### config.mk
export PLATFORM = sky130hd
export DESIGN_NAME = ecis_splitter
export DESIGN_NICKNAME = d
export VERILOG_FILES = /design/src/core/ecis_splitter.v
export VERILOG_INCLUDE_DIRS = /design/src /design/src/core
export SDC_FILE = /design/constraint.sdc
export NUM_CORES = 1
export LEC_CHECK = 0
export ABC_AREA = 1
export BUFFER_PORTS_ARGS = -buffer_cell sky130_fd_sc_hd__clkbuf_2
export CAP_MARGIN = 20
export CORE_AREA = 2 2 331 333
export CTS_CLUSTER_SIZE = 24
export DETAILED_ROUTE_END_ITERATION = 6
export DIE_AREA = 0 0 333 335
export GPL_TIMING_DRIVEN = 0
export HOLD_SLACK_MARGIN = 0.06
export SYNTH_ARGS = -nofsm -noshare
export SYNTH_HDL_FRONTEND = slang
export SYNTH_SLANG_ARGS = --single-unit
### constraint.sdc
create_clock -name i_clock -period 6.4 [get_ports i_clock]
set_input_delay 0.96 -clock i_clock [delete_from_list [all_inputs] [get_ports i_clock]]
set_output_delay 0.96 -clock i_clock [all_outputs]
set_load 0.02 [all_outputs]
### src/core/ecis_defs.vh
// constants for the encoder and command input splitter block
// assumes a 20 MHz device clock and one power-up reset
// ======================================================================
// Notes on behaviour
// - mode routes inputs to encoders or commands
// - dual mode: quadrature pairs 1/2 and 3/4
// - single channel counts A; B gives direction
// - inverse pairs must be complementary, else error
// - homogeneous pairs must match, else error
// - single-input mode: four commands, no check
// - mixed: pair one checked, three and four single
// - single-analog variant allows four command inputs
// - modes 0,1,2,6 forward analog input, ~200 ns
// - any error shifts analog repeat offset
// - square repeat follows sensor one or two
// - square repeat always square, 1:1 periods
// - input to square repeat delay about 600 ns; the squared analog source takes 8 cycles, about 400 ns
// - error stops pulses, drivers high impedance
// - converted analog source error also errors output
// - current setpoint scales start..end to 4..20 mA
// - any error commands 0 mA
// - open current loop enters error state
`ifndef ECIS_DEFS_VH
`define ECIS_DEFS_VH

// input function codes
`define ECIS_FN_QUAD 3'h0
`define ECIS_FN_SINGLE 3'h1
`define ECIS_FN_INVERSE 3'h2
`define ECIS_FN_HOMOG 3'h3
`define ECIS_FN_FOUR 3'h4
`define ECIS_FN_MIXED 3'h5

// operating modes that forward the analog encoder
`define ECIS_OPMODE_0 4'h0
`define ECIS_OPMODE_1 4'h1
`define ECIS_OPMODE_2 4'h2
`define ECIS_OPMODE_6 4'h6

// timing
`define ECIS_CLK_MHZ 20
`define ECIS_SQ_DELAY_NS 600
`define ECIS_SQ_DELAY_CYC ((`ECIS_SQ_DELAY_NS * `ECIS_CLK_MHZ) / 1000)
// edges spent in sync, filter, line entry and output stage
`define ECIS_SQ_FRONT_CYC 7
`define ECIS_FILT_LEN 3

// current setpoint codes: 0 mA, 4 mA, 16 mA span (0.01 mA units)
`define ECIS_MA_ZERO 16'h0000
`define ECIS_MA_FOUR 16'h0190
`define ECIS_MA_SPAN 16'h0640

`endif

### src/core/ecis_splitter.v
// encoder and command input splitter: HTL inputs, pair checks, repeaters
// assumes pins are asynchronous; frequency values come from logic on clock
`timescale 1ns/1ps
`include "ecis_defs.vh"

module ecis_splitter (
    // clock and reset
    input wire i_clock,
    input wire i_reset_n,
    input wire i_clock_enable,
    // configuration
    input wire [2:0] i_input_function,
    input wire [3:0] i_operating_mode,
    input wire i_mixed_pair_inverse,
    input wire i_repeat_select_sensor_two,
    input wire i_repeat_source_analog,
    input wire i_analog_select_sensor_two,
    input wire [7:0] i_mismatch_tolerance,
    input wire [15:0] i_analog_start_freq,
    input wire [15:0] i_analog_end_freq,
    input wire i_clear_error,
    // HTL pins
    input wire i_command_input_one,
    input wire i_command_input_one_partner,
    input wire i_command_input_two,
    input wire i_command_input_two_partner,
    // analog encoder signals (already squared) and status
    input wire i_first_analog_encoder_a,
    input wire i_first_analog_encoder_b,
    input wire i_analog_encoder_error,
    input wire i_external_error,
    // measured frequencies and current loop sense
    input wire [15:0] i_sensor_one_freq,
    input wire [15:0] i_sensor_two_freq,
    input wire i_current_loop_open,
    // decoded commands and counts
    output reg [3:0] o_commands,
    output reg [15:0] o_sensor_one_count,
    output reg [15:0] o_sensor_two_count,
    output reg o_sensor_one_dir,
    output reg o_sensor_two_dir,
    // analog encoder repeat output controls
    output reg o_analog_encoder_repeat_enable,
    output reg o_analog_encoder_repeat_offset_shift,
    // square wave repeat output
    output reg o_square_wave_repeat_output_a,
    output reg o_square_wave_repeat_output_b,
    output reg o_square_wave_repeat_oe,
    // current output setpoint
    output reg [15:0] o_current_setpoint,
    output reg o_error
);

    // the line only makes up what the front end leaves of the pin delay
    localparam DLY = `ECIS_SQ_DELAY_CYC - `ECIS_SQ_FRONT_CYC;
    localparam FL = `ECIS_FILT_LEN;

    // ======================================================================
    // pin synchronisers and filters
    reg [3:0] sync1_reg;
    reg [3:0] sync2_reg;
    reg [3:0] filt_reg;
    reg [FL*4-1:0] hist_reg;
    reg [1:0] an_s1_reg;
    reg [1:0] an_s2_reg;
    wire [3:0] pins;
    integer k;
    assign pins = {i_command_input_two_partner, i_command_input_two,
                   i_command_input_one_partner, i_command_input_one};

    // two stages then a majority-free agreement filter
    always @(posedge i_clock or negedge i_reset_n) begin
        if (!i_reset_n) begin
            sync1_reg <= 4'h0;
            sync2_reg <= 4'h0;
            hist_reg <= {FL*4{1'b0}};
            filt_reg <= 4'h0;
            an_s1_reg <= 2'h0;
            an_s2_reg <= 2'h0;
        end else if (i_clock_enable) begin
            sync1_reg <= pins;
            sync2_reg <= sync1_reg;
            hist_reg <= {hist_reg[FL*4-5:0], sync2_reg};
            an_s1_reg <= {i_first_analog_encoder_b, i_first_analog_encoder_a};
            an_s2_reg <= an_s1_reg;
            // a bit changes only after FL equal samples
            for (k = 0; k < 4; k = k + 1) begin
                if (hist_reg[k] == hist_reg[4+k] &&
                    hist_reg[4+k] == hist_reg[8+k]) begin
                    filt_reg[k] <= hist_reg[k];
                end
            end
        end
    end

    // ======================================================================
    // quadrature decoding
    reg [3:0] prev_reg;
    function [1:0] quad_step; // 01 up, 11 down, 00 none
        input [1:0] old_ab;
        input [1:0] new_ab;
        begin
            case ({old_ab, new_ab})
                4'b0001, 4'b0111, 4'b1110, 4'b1000: quad_step = 2'b01;
                4'b0010, 4'b1011, 4'b1101, 4'b0100: quad_step = 2'b11;
                default: quad_step = 2'b00;
            endcase
        end
    endfunction

    wire [1:0] step1 = quad_step(prev_reg[1:0], filt_reg[1:0]);
    wire [1:0] step2 = quad_step(prev_reg[3:2], filt_reg[3:2]);
    wire rise1 = filt_reg[0] & ~prev_reg[0];
    wire rise2 = filt_reg[2] & ~prev_reg[2];
    wire enc_mode = (i_input_function == `ECIS_FN_QUAD) ||
                    (i_input_function == `ECIS_FN_SINGLE);

    // counters only run in encoder modes
    always @(posedge i_clock or negedge i_reset_n) begin
        if (!i_reset_n) begin
            prev_reg <= 4'h0;
            o_sensor_one_count <= 16'h0000;
            o_sensor_two_count <= 16'h0000;
            o_sensor_one_dir <= 1'b0;
            o_sensor_two_dir <= 1'b0;
            o_commands <= 4'h0;
        end else if (i_clock_enable) begin
            prev_reg <= filt_reg;
            o_commands <= enc_mode ? 4'h0 : filt_reg;
            if (i_input_function == `ECIS_FN_QUAD) begin
                // 90 degree pairs: 1/2 sensor one, 3/4 sensor two
                if (step1[0]) begin
                    o_sensor_one_count <= o_sensor_one_count +
                        (step1[1] ? 16'hffff : 16'h0001);
                    o_sensor_one_dir <= step1[1];
                end
                if (step2[0]) begin
                    o_sensor_two_count <= o_sensor_two_count +
                        (step2[1] ? 16'hffff : 16'h0001);
                    o_sensor_two_dir <= step2[1];
                end
            end else if (i_input_function == `ECIS_FN_SINGLE) begin
                // channel A only; partner is a static direction level
                o_sensor_one_dir <= filt_reg[1];
                o_sensor_two_dir <= filt_reg[3];
                if (rise1) begin
                    o_sensor_one_count <= o_sensor_one_count +
                        (filt_reg[1] ? 16'hffff : 16'h0001);
                end
                if (rise2) begin
                    o_sensor_two_count <= o_sensor_two_count +
                        (filt_reg[3] ? 16'hffff : 16'h0001);
                end
            end
        end
    end

    // ======================================================================
    // pair relation checks with tolerance window
    reg bad1;
    reg bad2;
    always @* begin
        bad1 = 1'b0;
        bad2 = 1'b0;
        case (i_input_function)
            `ECIS_FN_INVERSE: begin
                bad1 = (filt_reg[0] == filt_reg[1]);
                bad2 = (filt_reg[2] == filt_reg[3]);
            end
            `ECIS_FN_HOMOG: begin
                bad1 = (filt_reg[0] != filt_reg[1]);
                bad2 = (filt_reg[2] != filt_reg[3]);
            end
            `ECIS_FN_MIXED: begin
                // only the first pair is checked
                bad1 = i_mixed_pair_inverse ?
                    (filt_reg[0] == filt_reg[1]) :
                    (filt_reg[0] != filt_reg[1]);
            end
            default: begin
                bad1 = 1'b0;
            end
        endcase
    end

    reg [7:0] mis1_reg;
    reg [7:0] mis2_reg;
    reg pair_err_reg;
    // skew shorter than the window is forgiven
    always @(posedge i_clock or negedge i_reset_n) begin
        if (!i_reset_n) begin
            mis1_reg <= 8'h00;
            mis2_reg <= 8'h00;
            pair_err_reg <= 1'b0;
        end else if (i_clock_enable) begin
            mis1_reg <= bad1 ? ((mis1_reg == 8'hff) ? mis1_reg :
                                mis1_reg + 8'h01) : 8'h00;
            mis2_reg <= bad2 ? ((mis2_reg == 8'hff) ? mis2_reg :
                                mis2_reg + 8'h01) : 8'h00;
            pair_err_reg <= (bad1 && mis1_reg >= i_mismatch_tolerance) ||
                            (bad2 && mis2_reg >= i_mismatch_tolerance);
        end
    end

    // ======================================================================
    // latched error: set wins over clear
    wire sq_src_analog_err = i_repeat_source_analog &
                             i_analog_encoder_error;
    wire err_set = pair_err_reg | i_current_loop_open |
                   i_external_error | sq_src_analog_err;
    always @(posedge i_clock or negedge i_reset_n) begin
        if (!i_reset_n) begin
            o_error <= 1'b0;
        end else if (i_clock_enable) begin
            if (err_set) begin
                o_error <= 1'b1;
            end else if (i_clear_error) begin
                o_error <= 1'b0;
            end
        end
    end

    // ======================================================================
    // analog encoder repeat controls
    wire fwd_mode = (i_operating_mode == `ECIS_OPMODE_0) ||
                    (i_operating_mode == `ECIS_OPMODE_1) ||
                    (i_operating_mode == `ECIS_OPMODE_2) ||
                    (i_operating_mode == `ECIS_OPMODE_6);
    // the analog path itself is outside; this only gates it
    always @(posedge i_clock or negedge i_reset_n) begin
        if (!i_reset_n) begin
            o_analog_encoder_repeat_enable <= 1'b0;
            o_analog_encoder_repeat_offset_shift <= 1'b0;
        end else if (i_clock_enable) begin
            o_analog_encoder_repeat_enable <= fwd_mode;
            o_analog_encoder_repeat_offset_shift <= o_error | err_set;
        end
    end

    // ======================================================================
    // square wave repeat: fixed delay line, 1:1 edges
    reg [DLY*2-1:0] dline_reg;
    reg [1:0] src;
    always @* begin
        // the squared analog pair gives one period per input period
        if (i_repeat_source_analog) begin
            src = an_s2_reg;
        end else if (i_repeat_select_sensor_two) begin
            src = filt_reg[3:2];
        end else begin
            src = filt_reg[1:0];
        end
    end

    // delay chosen so that pin to pin lands near the target
    always @(posedge i_clock or negedge i_reset_n) begin
        if (!i_reset_n) begin
            dline_reg <= {DLY*2{1'b0}};
            o_square_wave_repeat_output_a <= 1'b0;
            o_square_wave_repeat_output_b <= 1'b0;
            o_square_wave_repeat_oe <= 1'b0;
        end else if (i_clock_enable) begin
            dline_reg <= {dline_reg[DLY*2-3:0], src};
            if (o_error || err_set) begin
                // no pulses, drivers released
                o_square_wave_repeat_output_a <= 1'b0;
                o_square_wave_repeat_output_b <= 1'b0;
                o_square_wave_repeat_oe <= 1'b0;
            end else begin
                o_square_wave_repeat_output_a <= dline_reg[DLY*2-2];
                o_square_wave_repeat_output_b <= dline_reg[DLY*2-1];
                o_square_wave_repeat_oe <= 1'b1;
            end
        end
    end

    // ======================================================================
    // current setpoint: 4 mA + 16 mA * (f - start) / (end - start)
    wire [15:0] fsel = i_analog_select_sensor_two ? i_sensor_two_freq :
                                                    i_sensor_one_freq;
    wire [15:0] span = i_analog_end_freq - i_analog_start_freq;
    wire [15:0] offs = fsel - i_analog_start_freq;
    wire [31:0] prod = offs * `ECIS_MA_SPAN;
    // divider is combinational; slow but the setpoint is not time-critical
    wire [31:0] quot = (span == 16'h0000) ? 32'h0 : prod / {16'h0, span};
    reg [15:0] sp;
    always @* begin
        if (fsel <= i_analog_start_freq) begin
            sp = `ECIS_MA_FOUR;
        end else if (fsel >= i_analog_end_freq) begin
            sp = `ECIS_MA_FOUR + `ECIS_MA_SPAN;
        end else begin
            sp = `ECIS_MA_FOUR + quot[15:0];
        end
    end

    always @(posedge i_clock or negedge i_reset_n) begin
        if (!i_reset_n) begin
            o_current_setpoint <= `ECIS_MA_ZERO;
        end else if (i_clock_enable) begin
            o_current_setpoint <= (o_error || err_set) ?
                `ECIS_MA_ZERO : sp;
        end
    end

endmodule // ecis_splitter

==> results.tsv <==
metric	value	unit
synth-edff-count	0	
vias_per_cell	5.06	
slew_headroom	23.9	%
clock-sinks	119	
rows	121	
synthToLayoutAreaGrowth	41.6	%
synthTopCellsByCount	nand2_1 (1492), inv_1 (837), ha_1 (545), o21ai_0 (391), a21oi_1 (385)	
nNetsFinal	7360	
cp_max_fo	10	
slowest_stage	or4_4	
ant_nets	0	
top_usage_layer	met2	
netlist_area	0.0353	sq mm
use_met3	1.82	%
timing.final.crit_share	1220	%
avgRoutedWirePerCell	15.4	um
seq_area_frac_synth	8.43	%
violations	negative setup slack	
place.gp.congestion	0.900	
dp_hpwl	89600	um
ys_types	76	
htree_num_levels	4	
worst_hold_path.endpoint	o_sensor_one_count[15]	
r2r_end	o_sensor_two_count[15]	
grt_util_all_layers	20.3	%
rr_worst_depth	27	
finalSetupViolations	16	
portBuffers	154	
async_reset_ff_share	100	%
synth_area_per_cell	6.14	sq um
core-area	0.108	sq mm
worst_pin_slew	1.14	ns
clock.fmax	12.8	MHz
cts_tree	yes	
postCtsHoldBufs	0	
setup_tns	-1039.83	ns
synth_area_leaders	ha_1 (19%), nand2_1 (16%), inv_1 (8.9%), dfrtp_1 (8.4%), o21ai_0 (5.5%)	
cp_data_required_time	6.71	ns
fp.dieH	335	um
drv_slew	0	
grt_max_degree	72	
final_layout_size_suffix_gt1_share	30.4	%
overflow	0	
hold_path_depth	1	
ios	156	
antenna_found_initial	2	
critPathMaxStageDelay	0.51	ns
synthFlopType	dfrtp_1	
r2r-start	filt_reg[2]	
cp_top_family	compound AO/OA/AOI/OAI gates	
period_minus_slack	77.83	ns
skew	0.0142	ns
crit_path_start_kind	input pin	
clockRootBuffer	clkbuf_16	
ys.warnings.count	0	
reg.largest.list	o_current_setpoint x16, o_sensor_one_count x16, o_sensor_two_count x16	
critPathBufInv	213	
crit_type	in -> reg	
ys_ff_latch	119	
maxCapViolCount	0	
rrSetupSlack	1.85	ns
synth_top_area_cell	ha_1	
timing.final.ws_setup	-71.43	ns
outcome	finished with violations	
die_w	333	um
grt_pass1_vias	38100	
yosys.area.top_type_share	19.3	%
use_met1	23.9	%
end_kind	flop	
cts_made_buffers	17	
insertion_delay	0.43	ns
yosysMostFrequentCell	nand2_1	
grt_pass1_wl	189000	um
cts.path.max_buffers	2	
clk_pin_slew_worst_paths	0.06	ns
drt_iter0_drc	2042	
placed_area	0.0397	sq mm
hp-start	o_sensor_one_count[15]	
start_util	32.7	%
diodes	0	
vias	41100	
fp.dieArea	0.112	sq mm
finalWirelength	125000	um
gr-usage-met2	38.8	%
critPathMostFrequentCell	buf_4	
fin_area	0.0500	sq mm
first_pass_iters	6	
hold_class	reg -> reg	
arrival	78.14	ns
finalHoldViolations	0	
syn_inst	5754	
drc_errors	0	
rsz0062_at_grt	true	
## routing by layer
metal	routed length [um]	up-vias	share of wire, %
met5	8	-	0.0064
met4	4380	2	3.5
met3	4780	293	3.8
met2	63600	885	51
met1	52400	19100	42
li1	-	20800	-
## worst max path at each step
| stage | slack [ns] | end | depth (start not counted) | startpoint |
|---|---|---|---|---|
| finish | -71.43 | o_current_setpoint[0] | 626 | i_analog_select_sensor_two |
| global route | -75.86 | o_current_setpoint[0] | 636 | i_analog_select_sensor_two |
| CTS | -71.94 | o_current_setpoint[0] | 636 | i_analog_select_sensor_two |
| detailed placement | -83.37 | o_current_setpoint[0] | 625 | i_analog_select_sensor_two |
| global placement | -84.02 | o_current_setpoint[0] | 612 | i_analog_end_freq[0] |
| floorplan | -70.85 | o_current_setpoint[0] | 633 | i_analog_select_sensor_two |
## through the flow
step	utilization, %	worst slack (ns)	hold WS (ns)	std cells
floorplan	-	-70.85	0.442	5755
global placement	36.3	-84.02	0.456	7323
detailed placement	36.7	-83.37	0.463	7345
CTS	41.4	-71.94	0.473	7790
global route	46.3	-75.86	0.497	8130
finish	46.3	-71.43	0.472	8130
## layout make-up
cell class / count / area [sq um]
fillers: 10600 / 58100
repair buffers: 928 / 7060
plain buffers: 87 / 1200
inverters: 902 / 3500
clock buffers: 18 / 439
well taps: 1414 / 1770
flip-flops and latches: 119 / 2980
clock inverters: 14 / 221
multi-input cells: 4648 / 32800
## cell families (layout without fill, tap and decap cells)
kind of cell	count (synthesis)	in the layout	synth area share (%)
xor gates and xnor gates	373	373	9.27
other	1	2	0.0106
adders and majority gates	561	561	20.2
AOI/OAI and AO/OA	1054	1054	16.8
and+or+nand+nor	2636	2637	33.6
DFF	119	119	8.43
buffers and inverters	989	1949	11.0
muxes	21	21	0.652
## cells in the final DEF, fill, tap and decap left out, types with 57 or more instances in the layout
master / count
o21ai_2: 57
xnor2_1: 143
inv_1: 749
dfrtp_1: 119
nand2_2: 177
nand3_1: 315
clkbuf_2: 153
a21oi_2: 83
nor2_1: 338
ha_1: 451
nand4_1: 94
o21ai_0: 291
a21oi_1: 266
inv_2: 112
ha_4: 85
o21ai_1: 59
xor2_1: 210
buf_4: 723
nand2_1: 1335
## repair_timing
item                                    4_1_cts  5_1_grt
endpoints found under the setup margin       16       16
setup buffers                               413      327
pin swaps                                   243      520
gates cloned                                  0       17
resized for setup                           246      586
Power is not shown: default switching activity piles up to over one toggle a cycle in this logic, so the estimate is an artifact.
